`config.mk`:
```
export PLATFORM = sky130hd
export DESIGN_NAME = srsc_top
export DESIGN_NICKNAME = d
export VERILOG_FILES = /design/src/hw/srsc_pkg.sv /design/src/hw/srsc_top.sv /design/src/hw/srsc_rail_guard.sv
export SDC_FILE = /design/constraint.sdc
export NUM_CORES = 1
export LEC_CHECK = 0
export BUFFER_PORTS_ARGS = -buffer_cell sky130_fd_sc_hd__buf_2
export CELL_PAD_IN_SITES_DETAIL_PLACEMENT = 1
export CELL_PAD_IN_SITES_GLOBAL_PLACEMENT = 1
export CORE_MARGIN = 4
export CORE_UTILIZATION = 49
export CTS_CLUSTER_SIZE = 16
export DETAILED_ROUTE_END_ITERATION = 16
export PLACE_DENSITY_LB_ADDON = 0.1
export SYNTH_ARGS = -nofsm -noshare
export SYNTH_HDL_FRONTEND = slang
export SYNTH_SLANG_ARGS = --single-unit
```
`constraint.sdc`:
```
create_clock -name clk -period 4 [get_ports clk]
set_input_delay 0.4 -clock clk [delete_from_list [all_inputs] [get_ports clk]]
set_output_delay 0.4 -clock clk [all_outputs]
set_load 0.01 [all_outputs]
```
`src/hw/srsc_pkg.sv`:
```
package srsc_pkg;

  // Serial frame layout: one header byte, then 24 data bits, MSB first
  localparam int unsigned FRAME_BITS  = 32;
  localparam int unsigned HEAD_BITS   = 8;
  localparam int unsigned DATA_BITS   = 24;
  localparam logic [5:0]  FRAME_LAST  = 6'h20;
  localparam logic [5:0]  HEAD_LAST   = 6'h07;
  localparam int unsigned OP_HI       = 31;
  localparam int unsigned OP_LO       = 30;
  localparam int unsigned ADDR_HI     = 29;
  localparam int unsigned ADDR_LO     = 24;
  localparam logic [1:0]  OP_WRITE    = 2'h0;
  localparam logic [1:0]  OP_READ     = 2'h1;

  // Register offsets
  localparam logic [5:0]  SUPPLY_CTRL_OFFS = 6'h03;
  localparam logic [5:0]  SECOND_STAT_OFFS = 6'h32;

  // Supply supervision control fields
  localparam int unsigned REG_LOCK_BIT   = 23;
  localparam int unsigned BAT_LOCK_BIT   = 22;
  localparam int unsigned REG_OV_CUT_BIT = 21;
  localparam int unsigned REG_UV_CUT_BIT = 20;
  localparam int unsigned BAT_OV_CUT_BIT = 19;
  localparam int unsigned BAT_UV_CUT_BIT = 18;
  localparam int unsigned WARN_TH_HI     = 9;
  localparam int unsigned WARN_TH_LO     = 0;
  localparam int unsigned WARN_TH_W      = 10;
  localparam logic [5:0]  CUT_FIELDS_RST = 6'h3F;
  localparam logic [9:0]  WARN_TH_RST    = 10'h000;

  // Second status register fields, write one to clear
  localparam int unsigned ST_WARN_BIT   = 0;
  localparam int unsigned ST_REG_UV_BIT = 1;
  localparam int unsigned ST_REG_OV_BIT = 2;
  localparam int unsigned ST_BAT_UV_BIT = 3;
  localparam int unsigned ST_BAT_OV_BIT = 4;

endpackage

```
`src/hw/srsc_top.sv`:
```
`timescale 1ns/1ps
// Summary of operation
// - Regulator-rail lockout on holds outputs off until both its fault flags are cleared.
// - Battery-rail lockout on holds outputs off until both its flags clear; else restore.
// - In standby, both lockout settings are ignored and treated as disabled.
// - Regulator-rail overvoltage cuts its outputs only while its cut enable is set.
// - Regulator-rail undervoltage cuts its outputs only while its cut enable is set.
// - Main regulator undervoltage caused by regulator-rail undervoltage forces fail-safe, outputs off.
// - Battery overvoltage cuts outputs if enabled; if disabled, cuts once charge pump low.
// - Battery-rail undervoltage cuts its outputs only while its cut enable is set.
// - Main regulator undervoltage caused by battery undervoltage forces fail-safe, all outputs off.
// - In active mode, supply below warning threshold raises interrupt and sets warning flag.
// - Warning threshold is 10 bits; zero disables it and is the reset value.
module srsc_top (
  // Clock and reset
  input  wire logic       clk,
  input  wire logic       srst,
  // Serial register port, sampled on clk
  input  wire logic       spiCsN,
  input  wire logic       spiClk,
  input  wire logic       spiDataIn,
  output logic            spiDataOut,
  // Rail comparators and converter
  input  wire logic       regRailUv,
  input  wire logic       regRailOv,
  input  wire logic       batRailUv,
  input  wire logic       batRailOv,
  input  wire logic       chargePumpLow,
  input  wire logic       main5vUv,
  input  wire logic [9:0] regSupplyCode,
  // Operating mode
  input  wire logic       activeMode,
  input  wire logic       standbyMode,
  // Supervision results
  output logic            regRailOutOn,
  output logic            batRailOutOn,
  output logic            failSafe,
  output logic            interruptOutN
);

  logic        sckPrev_q;
  logic        csPrev_q;
  logic [31:0] rxShift_q;
  logic [5:0]  bitCnt_q;
  logic [23:0] txShift_q;
  logic        spiDataOut_q;
  logic [5:0]  cutCfg_q;
  logic [9:0]  warnTh_q;
  logic        warnFlag_q;
  logic        regRailOutOn_q;
  logic        batRailOutOn_q;
  logic        failSafe_q;
  logic        interruptOutN_q;

  logic        sckRise;
  logic        sckFall;
  logic        csFall;
  logic        csRise;
  logic        commit;
  logic [7:0]  header;
  logic [23:0] readData;
  logic [23:0] ctrlWord;
  logic [23:0] statWord;
  logic        wrCtrl;
  logic        wrStat;
  logic [23:0] wrData;
  logic        regLockEff;
  logic        batLockEff;
  logic        regUvFlag;
  logic        regOvFlag;
  logic        batUvFlag;
  logic        batOvFlag;
  logic        regGuardOn;
  logic        batGuardOn;
  logic        failNow;
  logic        warnNow;
  logic        regOvCutEn;
  logic        regUvCutEn;
  logic        batOvCutEn;
  logic        batUvCutEn;

  // Edge detection on the serial pins; inputs are already synchronous
  assign sckRise = !spiCsN && spiClk && !sckPrev_q;
  assign sckFall = !spiCsN && !spiClk && sckPrev_q;
  assign csFall  = !spiCsN && csPrev_q;
  assign csRise  = spiCsN && !csPrev_q;

  always_ff @(posedge clk) begin
    if (srst) begin
      sckPrev_q <= 1'b0;
      csPrev_q  <= 1'b1;
    end else begin
      sckPrev_q <= spiClk;
      csPrev_q  <= spiCsN;
    end
  end

  // Receive shifter; bits beyond a full frame are dropped so the frame stays aligned
  always_ff @(posedge clk) begin
    if (srst) begin
      rxShift_q <= 32'h0000_0000;
      bitCnt_q  <= 6'h00;
    end else if (csFall) begin
      bitCnt_q <= 6'h00;
    end else if (sckRise && bitCnt_q != srsc_pkg::FRAME_LAST) begin
      rxShift_q <= {rxShift_q[30:0], spiDataIn};
      bitCnt_q  <= bitCnt_q + 6'h01;
    end
  end

  // Header as it stands once its eighth bit arrives
  assign header = {rxShift_q[6:0], spiDataIn};

  // Register images seen by reads
  assign ctrlWord = {cutCfg_q, 8'h00, warnTh_q};
  assign statWord = {19'h0_0000, batOvFlag, batUvFlag, regOvFlag, regUvFlag, warnFlag_q};

  always_comb begin
    readData = 24'h00_0000;
    if (header[7:6] == srsc_pkg::OP_READ || header[7:6] == srsc_pkg::OP_WRITE) begin
      if (header[5:0] == srsc_pkg::SUPPLY_CTRL_OFFS) begin
        readData = ctrlWord;
      end else if (header[5:0] == srsc_pkg::SECOND_STAT_OFFS) begin
        readData = statWord;
      end
    end
  end

  // Transmit shifter: loaded after the header, shifted on falling edges
  always_ff @(posedge clk) begin
    if (srst) begin
      txShift_q    <= 24'h00_0000;
      spiDataOut_q <= 1'b0;
    end else if (csFall) begin
      txShift_q    <= 24'h00_0000;
      spiDataOut_q <= 1'b0;
    end else if (sckRise && bitCnt_q == srsc_pkg::HEAD_LAST) begin
      txShift_q <= readData;
    end else if (sckFall) begin
      spiDataOut_q <= txShift_q[23];
      txShift_q    <= {txShift_q[22:0], 1'b0};
    end
  end

  // A write takes effect only on chip-select release after at least a full frame
  assign commit = csRise && bitCnt_q == srsc_pkg::FRAME_LAST;
  assign wrData = rxShift_q[23:0];
  assign wrCtrl = commit && rxShift_q[srsc_pkg::OP_HI:srsc_pkg::OP_LO] == srsc_pkg::OP_WRITE
                  && rxShift_q[srsc_pkg::ADDR_HI:srsc_pkg::ADDR_LO] == srsc_pkg::SUPPLY_CTRL_OFFS;
  assign wrStat = commit && rxShift_q[srsc_pkg::OP_HI:srsc_pkg::OP_LO] == srsc_pkg::OP_WRITE
                  && rxShift_q[srsc_pkg::ADDR_HI:srsc_pkg::ADDR_LO] == srsc_pkg::SECOND_STAT_OFFS;

  // Supply supervision control register; reserved bits are not stored
  always_ff @(posedge clk) begin
    if (srst) begin
      cutCfg_q <= srsc_pkg::CUT_FIELDS_RST;
      warnTh_q <= srsc_pkg::WARN_TH_RST;
    end else if (wrCtrl) begin
      cutCfg_q <= wrData[srsc_pkg::REG_LOCK_BIT:srsc_pkg::BAT_UV_CUT_BIT];
      warnTh_q <= wrData[srsc_pkg::WARN_TH_HI:srsc_pkg::WARN_TH_LO];
    end
  end

  // Standby overrides lockout so contacts stay supplied for wake-up
  assign regLockEff = cutCfg_q[srsc_pkg::REG_LOCK_BIT - srsc_pkg::BAT_UV_CUT_BIT]
                      && !standbyMode;
  assign batLockEff = cutCfg_q[srsc_pkg::BAT_LOCK_BIT - srsc_pkg::BAT_UV_CUT_BIT]
                      && !standbyMode;

  // Cut enables by name, for the checks at the bottom
  assign regOvCutEn = cutCfg_q[srsc_pkg::REG_OV_CUT_BIT - srsc_pkg::BAT_UV_CUT_BIT];
  assign regUvCutEn = cutCfg_q[srsc_pkg::REG_UV_CUT_BIT - srsc_pkg::BAT_UV_CUT_BIT];
  assign batOvCutEn = cutCfg_q[srsc_pkg::BAT_OV_CUT_BIT - srsc_pkg::BAT_UV_CUT_BIT];
  assign batUvCutEn = cutCfg_q[0];

  // Regulator rail never sees the charge-pump exception
  srsc_rail_guard u_reg_guard (
    .clk           (clk),
    .srst          (srst),
    .underVolt     (regRailUv),
    .overVolt      (regRailOv),
    .chargePumpLow (1'b0),
    .lockEn        (regLockEff),
    .overCutEn     (cutCfg_q[srsc_pkg::REG_OV_CUT_BIT - srsc_pkg::BAT_UV_CUT_BIT]),
    .underCutEn    (cutCfg_q[srsc_pkg::REG_UV_CUT_BIT - srsc_pkg::BAT_UV_CUT_BIT]),
    .clrUnder      (wrStat && wrData[srsc_pkg::ST_REG_UV_BIT]),
    .clrOver       (wrStat && wrData[srsc_pkg::ST_REG_OV_BIT]),
    .underFlag     (regUvFlag),
    .overFlag      (regOvFlag),
    .outputsOn     (regGuardOn)
  );

  srsc_rail_guard u_bat_guard (
    .clk           (clk),
    .srst          (srst),
    .underVolt     (batRailUv),
    .overVolt      (batRailOv),
    .chargePumpLow (chargePumpLow),
    .lockEn        (batLockEff),
    .overCutEn     (cutCfg_q[srsc_pkg::BAT_OV_CUT_BIT - srsc_pkg::BAT_UV_CUT_BIT]),
    .underCutEn    (cutCfg_q[0]),
    .clrUnder      (wrStat && wrData[srsc_pkg::ST_BAT_UV_BIT]),
    .clrOver       (wrStat && wrData[srsc_pkg::ST_BAT_OV_BIT]),
    .underFlag     (batUvFlag),
    .overFlag      (batOvFlag),
    .outputsOn     (batGuardOn)
  );

  // Fail-safe ignores every cut enable; it lasts while the main regulator and either rail are undervoltage
  assign failNow = main5vUv && (regRailUv || batRailUv);

  always_ff @(posedge clk) begin
    if (srst) begin
      failSafe_q     <= 1'b0;
      regRailOutOn_q <= 1'b0;
      batRailOutOn_q <= 1'b0;
    end else begin
      failSafe_q     <= failNow;
      regRailOutOn_q <= regGuardOn && !failNow;
      batRailOutOn_q <= batGuardOn && !failNow;
    end
  end

  // Early warning: linear code compare, zero threshold switches it off
  assign warnNow = activeMode && warnTh_q != srsc_pkg::WARN_TH_RST
                   && regSupplyCode < warnTh_q;

  // Warning flag is sticky; a new warning beats a clear in the same cycle
  always_ff @(posedge clk) begin
    if (srst) begin
      warnFlag_q      <= 1'b0;
      interruptOutN_q <= 1'b1;
    end else begin
      interruptOutN_q <= !warnNow;
      if (warnNow) begin
        warnFlag_q <= 1'b1;
      end else if (wrStat && wrData[srsc_pkg::ST_WARN_BIT]) begin
        warnFlag_q <= 1'b0;
      end
    end
  end

  assign spiDataOut    = spiDataOut_q;
  assign regRailOutOn  = regRailOutOn_q;
  assign batRailOutOn  = batRailOutOn_q;
  assign failSafe      = failSafe_q;
  assign interruptOutN = interruptOutN_q;
endmodule // srsc_top

```
`src/hw/srsc_rail_guard.sv`:
```
`timescale 1ns/1ps
// Shutdown, lockout and fault flags for one supervised rail
module srsc_rail_guard (
  // Clock and reset
  input  wire logic clk,
  input  wire logic srst,
  // Comparator levels
  input  wire logic underVolt,
  input  wire logic overVolt,
  input  wire logic chargePumpLow,
  // Settings, lockEn already forced low in standby
  input  wire logic lockEn,
  input  wire logic overCutEn,
  input  wire logic underCutEn,
  // Software clear pulses
  input  wire logic clrUnder,
  input  wire logic clrOver,
  // State
  output logic      underFlag,
  output logic      overFlag,
  output logic      outputsOn
);

  logic underFlag_q;
  logic overFlag_q;
  logic off_q;
  logic cutNow;

  // Overvoltage with cut disabled still cuts once the charge pump runs low
  assign cutNow = (overVolt && (overCutEn || chargePumpLow)) || (underVolt && underCutEn);

  // Flags: a fault wins over any clear in the same cycle
  always_ff @(posedge clk) begin
    if (srst) begin
      underFlag_q <= 1'b0;
      overFlag_q  <= 1'b0;
    end else begin
      if (underVolt) begin
        underFlag_q <= 1'b1;
      end else if (clrUnder || !lockEn) begin
        underFlag_q <= 1'b0;
      end
      if (overVolt) begin
        overFlag_q <= 1'b1;
      end else if (clrOver || !lockEn) begin
        overFlag_q <= 1'b0;
      end
    end
  end

  // Outputs held off by a cut, and by lockout until both flags are gone
  always_ff @(posedge clk) begin
    if (srst) begin
      off_q <= 1'b0;
    end else if (cutNow) begin
      off_q <= 1'b1;
    end else if (lockEn) begin
      off_q <= off_q && (underFlag_q || overFlag_q);
    end else begin
      off_q <= 1'b0;
    end
  end

  assign underFlag = underFlag_q;
  assign overFlag  = overFlag_q;
  assign outputsOn = !off_q;
endmodule // srsc_rail_guard

```
==> results of run 1 <==
==> worst max-delay path, delay by kind of cell, from the launching register on <==
kind	cells	cell delay [ns]
AOI/OAI and AO/OA	1	0.25
DFF	1	0.41
and+or+nand+nor	4	1.65
==> layer usage <==
layer  vias to the layer above  global-route usage  routed length, um
met4                         0              0.0687                124
li1                       1543                   -                  -
met2                        40               0.383               4690
met3                        14              0.0430                294
met1                      1522               0.248               4000
met5                         -                   0                  0
==> synth_stat cells <==
| cell | n | area, um^2 |
|---|---|---|
| nand2_1 | 98 | 368 |
| dfxtp_1 | 92 | 1840 |
| a21oi_1 | 51 | 255 |
| nor2_1 | 48 | 180 |
| mux2i_1 | 18 | 180 |
| clkbuf_1 | 14 | 52.6 |
| inv_1 | 13 | 48.8 |
| o21ai_0 | 12 | 60.1 |
| ha_1 | 11 | 138 |
| a22oi_1 | 9 | 67.6 |
| a222oi_1 | 6 | 60.1 |
| a22o_1 | 5 | 43.8 |
| a31oi_1 | 5 | 31.3 |
| buf_2 | 5 | 25.0 |
| nand3_1 | 4 | 20.0 |
| xnor2_1 | 4 | 35.0 |
| a21o_1 | 3 | 22.5 |
| and3_1 | 3 | 18.8 |
| nor2b_1 | 3 | 18.8 |
| nor3_1 | 3 | 15.0 |
| nor4_1 | 3 | 18.8 |
| buf_6 | 2 | 22.5 |
| nand4_1 | 2 | 12.5 |
| nor3b_2 | 2 | 25.0 |
| o211ai_1 | 2 | 15.0 |
| or3b_2 | 2 | 17.5 |
| a221o_1 | 1 | 10.0 |
| and4_1 | 1 | 8.76 |
| and4bb_2 | 1 | 12.5 |
| buf_1 | 1 | 3.75 |
| clkinv_1 | 1 | 3.75 |
| nand2b_1 | 1 | 6.26 |
| nand4_4 | 1 | 21.3 |
| nand4b_1 | 1 | 8.76 |
| nor3b_1 | 1 | 7.51 |
| nor4_2 | 1 | 12.5 |
| nor4b_4 | 1 | 23.8 |
| o221ai_1 | 1 | 8.76 |
| o41ai_2 | 1 | 16.3 |
| or2_2 | 1 | 6.26 |
| or3b_4 | 1 | 11.3 |
| or4b_1 | 1 | 10.0 |
| or4b_2 | 1 | 10.0 |
| xor2_1 | 1 | 8.76 |
==> sequential cells by signal, summed over array words and instances (netlist names), 6 cells and up <==
register and count:
bitCnt_q 6, cutCfg_q 6, rxShift_q 32, txShift_q 24, warnTh_q 10
==> power groups by stage <==
| stage | sequential, W | clock, W | combinational [W] |
|---|---|---|---|
| floorplan | 0.000950 | 0 | 0.0000442 |
| global placement | 0.000951 | 0 | 0.0000712 |
| detailed placement | 0.000952 | 0 | 0.0000729 |
| CTS | 0.000930 | 0.000585 | 0.0000735 |
| global route | 0.000931 | 0.000628 | 0.0000814 |
| finish | 0.000930 | 0.000568 | 0.0000725 |
==> cell families (layout without fill, tap and decap cells) <==
logic type,Yosys count,after routing,synth area share
simple gates,180,180,0.220
compound gates,96,96,0.156
flops,92,92,0.487
buf+inv,36,60,0.0413
mux,18,18,0.0476
fa+ha+maj,11,11,0.0364
xor+xnor,5,5,0.0116
==> layout make-up <==
| cell class | instances | area [um^2] |
|---|---|---|
| clock buffer | 11 | 141 |
| clock inverter | 5 | 36.3 |
| fill | 891 | 3230 |
| inverter | 14 | 52.6 |
| multi-input combinational | 310 | 1790 |
| sequential | 92 | 1840 |
| tap | 99 | 124 |
| timing repair buffer | 30 | 158 |
==> worst max-delay path by stage <==
stage | from | to | slack (ns) | cells past startpoint
6_report | rxShift_q[0] | txShift_q[21] | 1.63 | 5
5_1_grt | rxShift_q[0] | txShift_q[19] | 1.47 | 5
4_1_cts | rxShift_q[0] | txShift_q[21] | 1.66 | 5
3_5_place_dp | spiCsN | txShift_q[21] | 1.66 | 6
3_3_place_gp | spiCsN | txShift_q[20] | 1.75 | 6
2_1_floorplan | bitCnt_q[0] | rxShift_q[4] | 2.22 | 9
==> stage by stage <==
stage / utilization / power (W) / setup slack, ns / hold WS [ns]
after floorplan: - / 0.000994 / 2.22 / 0.392
after global placement: 0.538 / 0.00102 / 1.75 / 0.424
after detailed placement: 0.538 / 0.00102 / 1.66 / 0.430
after CTS: 0.562 / 0.00159 / 1.66 / 0.280
after global routing: 0.562 / 0.00164 / 1.47 / 0.283
final: 0.562 / 0.00157 / 1.63 / 0.298
==> out/metrics.csv, run 1 <==
stage;metric;value;unit
run_status;outcome;complete, no violations;
pwr;p_per_area;379;nW/um^2
cts;hold_buffers;0;
timing;fin_crit_sh;0.593;
timing;hold_violations;0;
final_layout;final_cell_mix;nand2_1, dfxtp_1, a21oi_1, nor2_1, buf_2;
timing;slew_headroom;0.340;
synthesis;yosys_warnings;0;
timing;rsz0062_at_grt;no;
flow_run;maxCapViolCount;0;
placement;place.gp.congestion;0.767;
worst_setup_path;crit-reg2reg-launch;rxShift_q[0];
pwr;p_sw;0.000377;W
synthesis;synthesis.area;3780;um^2
drt;drt_iter0_markers;170;
floorplan;die_width;95.9;um
global_routing;grt_max_degree;54;
drt;final_antenna_net_count;0;
drt;drc;0;
pwr;power_frac_clock;0.362;
final_layout;areaGrowthSynthToFinish;9.46;%
timing;fin_tns_setup;0;ns
worst_setup_path;rrSetupSlack;1.63;ns
final_layout;final_area;4140;um^2
final_layout;fin_cells;561;
worst_setup_path;r2r_cells;5;
pwr;ir_drop;161;uV
worst_setup_path;worstPathCellList;or3b_4, nor4b_4, nor3b_2, a222oi_1, nor2_1;
pwr;leakagePower;1.60;nW
cts;cts-buffers-inserted;9;
pwr;intPower;0.00119;W
timing;fmax;421;MHz
worst_setup_path;crit_path_start_kind;flop;
placement;dp_cells;545;
synthesis;synth-seq-area-share;0.487;
floorplan;io_pins;28;
timing;worstMarginPinSlew;0.986;ns
floorplan;start_util;0.513;
min_path;worstHoldStart;regRailOv;
global_routing;grt_pass1_wl;14800;um
synthesis;syn-instance-count;438;
cts;clkTransAtPathRegs;0.09;ns
pwr;p_comb_frac;0.046;
final_layout;drive_gt1_frac;0.126;
worst_setup_path;crit_arrival;2.66;ns
worst_setup_path;crit_slowest_cell;nor3b_2;
timing;fin_skew;0.0132;ns
placement;portBuffers;27;
timing;finalSetupViolations;0;
floorplan;dieArea;9190;um^2
global_routing;grt_pass1_vias;3112;
min_path;holdPathEnd;u_reg_guard.overFlag;
synthesis;syn-mean-instance-area;8.64;um^2
placement;hpwl;6620;um
pwr;seq_power_share;0.592;
synthesis;synth.net_count;472;
worst_setup_path;cp_max_fo;11;
cts;htree_levels;3;
drt;drt-pass1-iter-count;4;
cts;cts_setup_buffers;0;
cts;tritoncts;yes;
floorplan;core-area;7370;um^2
min_path;hold_path.class;in -> reg;
final_layout;finalNetCount;491;
worst_setup_path;crit_path_end_kind;flop;
global_routing;grt.total_usage;0.211;
pwr;switching_share;0.240;
floorplan;die_h;95.9;um
worst_setup_path;criticalPathCategory;reg -> reg;
synthesis;ys_ff_latch;92;
drt;via_per_inst;5.56;
drt;wl_per_cell;16.2;um
global_routing;antenna_found_initial;0;
synthesis;synth_cell_type_count;44;
cts;cts_resized;0;
worst_setup_path;critPathRequiredTime;4.28;ns
cts;clock_path_buffers;2;
floorplan;rows;31;
placement;dpl_cell_area;3960;um^2
worst_setup_path;r2r-end;txShift_q[21];
drt;vias;3119;
drt;wirelength;9110;um
cts;clockRootBuffer;clkbuf_8;
cts;cts.sinks;92;
final_layout;insertedDiodeCount;0;
final_layout;final_common_cell;nand2_1;
timing;slew_violations;0;
global_routing;grt_overflow;0;
cts;clk_latency;0.35;ns
worst_setup_path;slowest_delay;0.67;ns
min_path;holdPathStages;3;
timing;min_period;2.37;ns
Note: power is estimated with default switching activity, not from simulation.
==> run 2: changes to the inputs <==
CORE_UTILIZATION = 45   (was 49)
clock period = 2.4 ns   (was 4 ns; I/O delays follow)
==> run 2 against run 1 <==
Routed wire length up 1.2%. Sequential share of layout area down 0.78 points. Non-clock buffer count up 5. Count of clock-buffer cells in the layout down 1. Total power up 76%. Fmax up 17%. Hold slack worse by 0.19 ns. Via count about the same. First-iteration DRC count down 37%. Global-route usage down 1.6 points. Largest power group unchanged. Highest routed layer unchanged.
==> out/metrics.csv, run 2 (same netlist as run 1, synthesis figures left out) <==
stage;metric;value;unit
run_status;outcome;complete, no violations;
worst_setup_path;crit_arrival;2.25;ns
timing;min_period;2.02;ns
final_layout;fin_cells;572;
timing;finalSetupViolations;0;
cts;hold_buffers;0;
flow_run;maxCapViolCount;0;
drt;drc;0;
final_layout;drive_gt1_frac;0.137;
cts;clock_path_buffers;2;
drt;drt-pass1-iter-count;4;
drt;wirelength;9220;um
final_layout;insertedDiodeCount;0;
drt;via_per_inst;5.45;
global_routing;grt_pass1_wl;15700;um
cts;cts_resized;0;
final_layout;finalNetCount;496;
cts;clkTransAtPathRegs;0.09;ns
timing;slew_headroom;0.606;
drt;met3WireLength;249;um
global_routing;grt_overflow;0;
placement;dpl_cell_area;4010;um^2
timing;fin_crit_sh;0.842;
timing;holdWs;0.109;ns
global_routing;grt_max_degree;33;
cts;cts.sinks;92;
cts;cts-buffers-inserted;9;
final_layout;regMostFlops;rxShift_q;
placement;portBuffers;27;
pwr;leakagePower;1.64;nW
final_layout;final_cell_mix;nand2_1, dfxtp_1, a21oi_1, nor2_1, buf_2;
timing;rsz0062_at_grt;no;
floorplan;die_h;99.7;um
cts;clk_latency;0.35;ns
final_layout;final_common_cell;nand2_1;
timing;hold_violations;0;
worst_setup_path;crit_path_end_kind;flop;
placement;place.gp.congestion;0.782;
floorplan;core-area;8220;um^2
floorplan;rows;33;
timing;fmax;495;MHz
drt;final_antenna_net_count;0;
cts;htree_levels;3;
worst_setup_path;critPathRequiredTime;2.63;ns
cts;clockRootBuffer;clkbuf_8;
drt;wl_per_cell;16.1;um
worst_setup_path;cp_max_fo;16;
cts;tritoncts;yes;
pwr;ir_drop;364;uV
min_path;hold_path.class;in -> reg;
final_layout;areaGrowthSynthToFinish;11.4;%
final_layout;final_area;4220;um^2
final_layout;reg.largest.list;rxShift_q: 32 flops, txShift_q: 24 flops, warnTh_q: 10 flops;
drt;vias;3117;
timing;fin_tns_setup;0;ns
floorplan;dieArea;9940;um^2
global_routing;antenna_found_initial;0;
drt;top_layer_used;met4;
drt;wl_met2;4580;um
worst_setup_path;criticalPathCategory;reg -> reg;
floorplan;start_util;0.460;
timing;slew_violations;0;
floorplan;io_pins;28;
drt;wl_met1;4340;um
global_routing;grt.total_usage;0.196;
drt;drt_iter0_markers;107;
global_routing;grt_pass1_vias;3176;
cts;cts_setup_buffers;0;
pwr;p_per_area;654;nW/um^2
floorplan;die_width;99.7;um
placement;dp_cells;556;
placement;hpwl;6710;um
timing;worstMarginPinSlew;0.591;ns
worst_setup_path;crit_path_start_kind;flop;
timing;fin_skew;0.0104;ns
final_layout;largest_reg_flops;32;
==> run 2: cell types whose count changed in the layout (fill, tap and decap cells not counted), sizes merged <==
cell / delta
clkbuf: -1
inv: +2
clkinvlp: -2
bufinv: +1
buf: +5
==> run 2: area by class of cell <==
| type | count | area, um^2 |
|---|---|---|
| fillers | 996 | 4000 |
| multi-input cells | 310 | 1790 |
| well taps | 105 | 131 |
| clock inverters | 6 | 68.8 |
| flip-flops and latches | 92 | 1840 |
| inverters | 14 | 52.6 |
| repair buffers | 35 | 195 |
| clock buffers | 10 | 138 |
==> run 2: worst paths after layout <==
path,start,depth (start not counted),slack (ns),to
worst max-delay path,bitCnt_q[0],7,0.38,warnTh_q[4]
worst min-delay path,batRailOv,3,0.11,u_bat_guard.overFlag
worst max register to register,bitCnt_q[0],7,0.38,warnTh_q[4]
worst min register to register,u_bat_guard.off_q,1,0.42,batRailOutOn
==> run 2: through the flow <==
stage | total power [W] | worst slack [ns] | utilization
floorplan | 0.00166 | 0.617 | -
global placement | 0.00171 | 0.436 | 0.488
detailed placement | 0.00171 | 0.382 | 0.488
CTS | 0.00279 | 0.341 | 0.513
global route | 0.00287 | 0.131 | 0.513
finish | 0.00276 | 0.380 | 0.513
==> run 2: per-layer routing <==
layer | GRT usage | up-vias
li1 | - | 1550
met1 | 0.257 | 1531
met2 | 0.336 | 30
met3 | 0.0372 | 6
met4 | 0.0410 | 0
met5 | 0 | -
==> run 2: report_power, final <==
part / switching (W) / total (W) / leakage (nW) / internal [W]
Clock: 0.000562 / 0.00108 / 0.104 / 0.000520
Sequential: 0.00000990 / 0.00155 / 0.744 / 0.00154
Combinational: 0.0000793 / 0.000126 / 0.794 / 0.0000471
Total: 0.000651 / 0.00276 / 1.64 / 0.00211
==> run 2: worst max-delay path: stages (launching register included) <==
cell,delay (ns)
dfxtp_1,0.33
inv_1,0.09
ha_1,0.18
nand2_1,0.09
nor4_1,0.37
nand4_4,0.47
mux2i_1,0.30
nor2_1,0.07
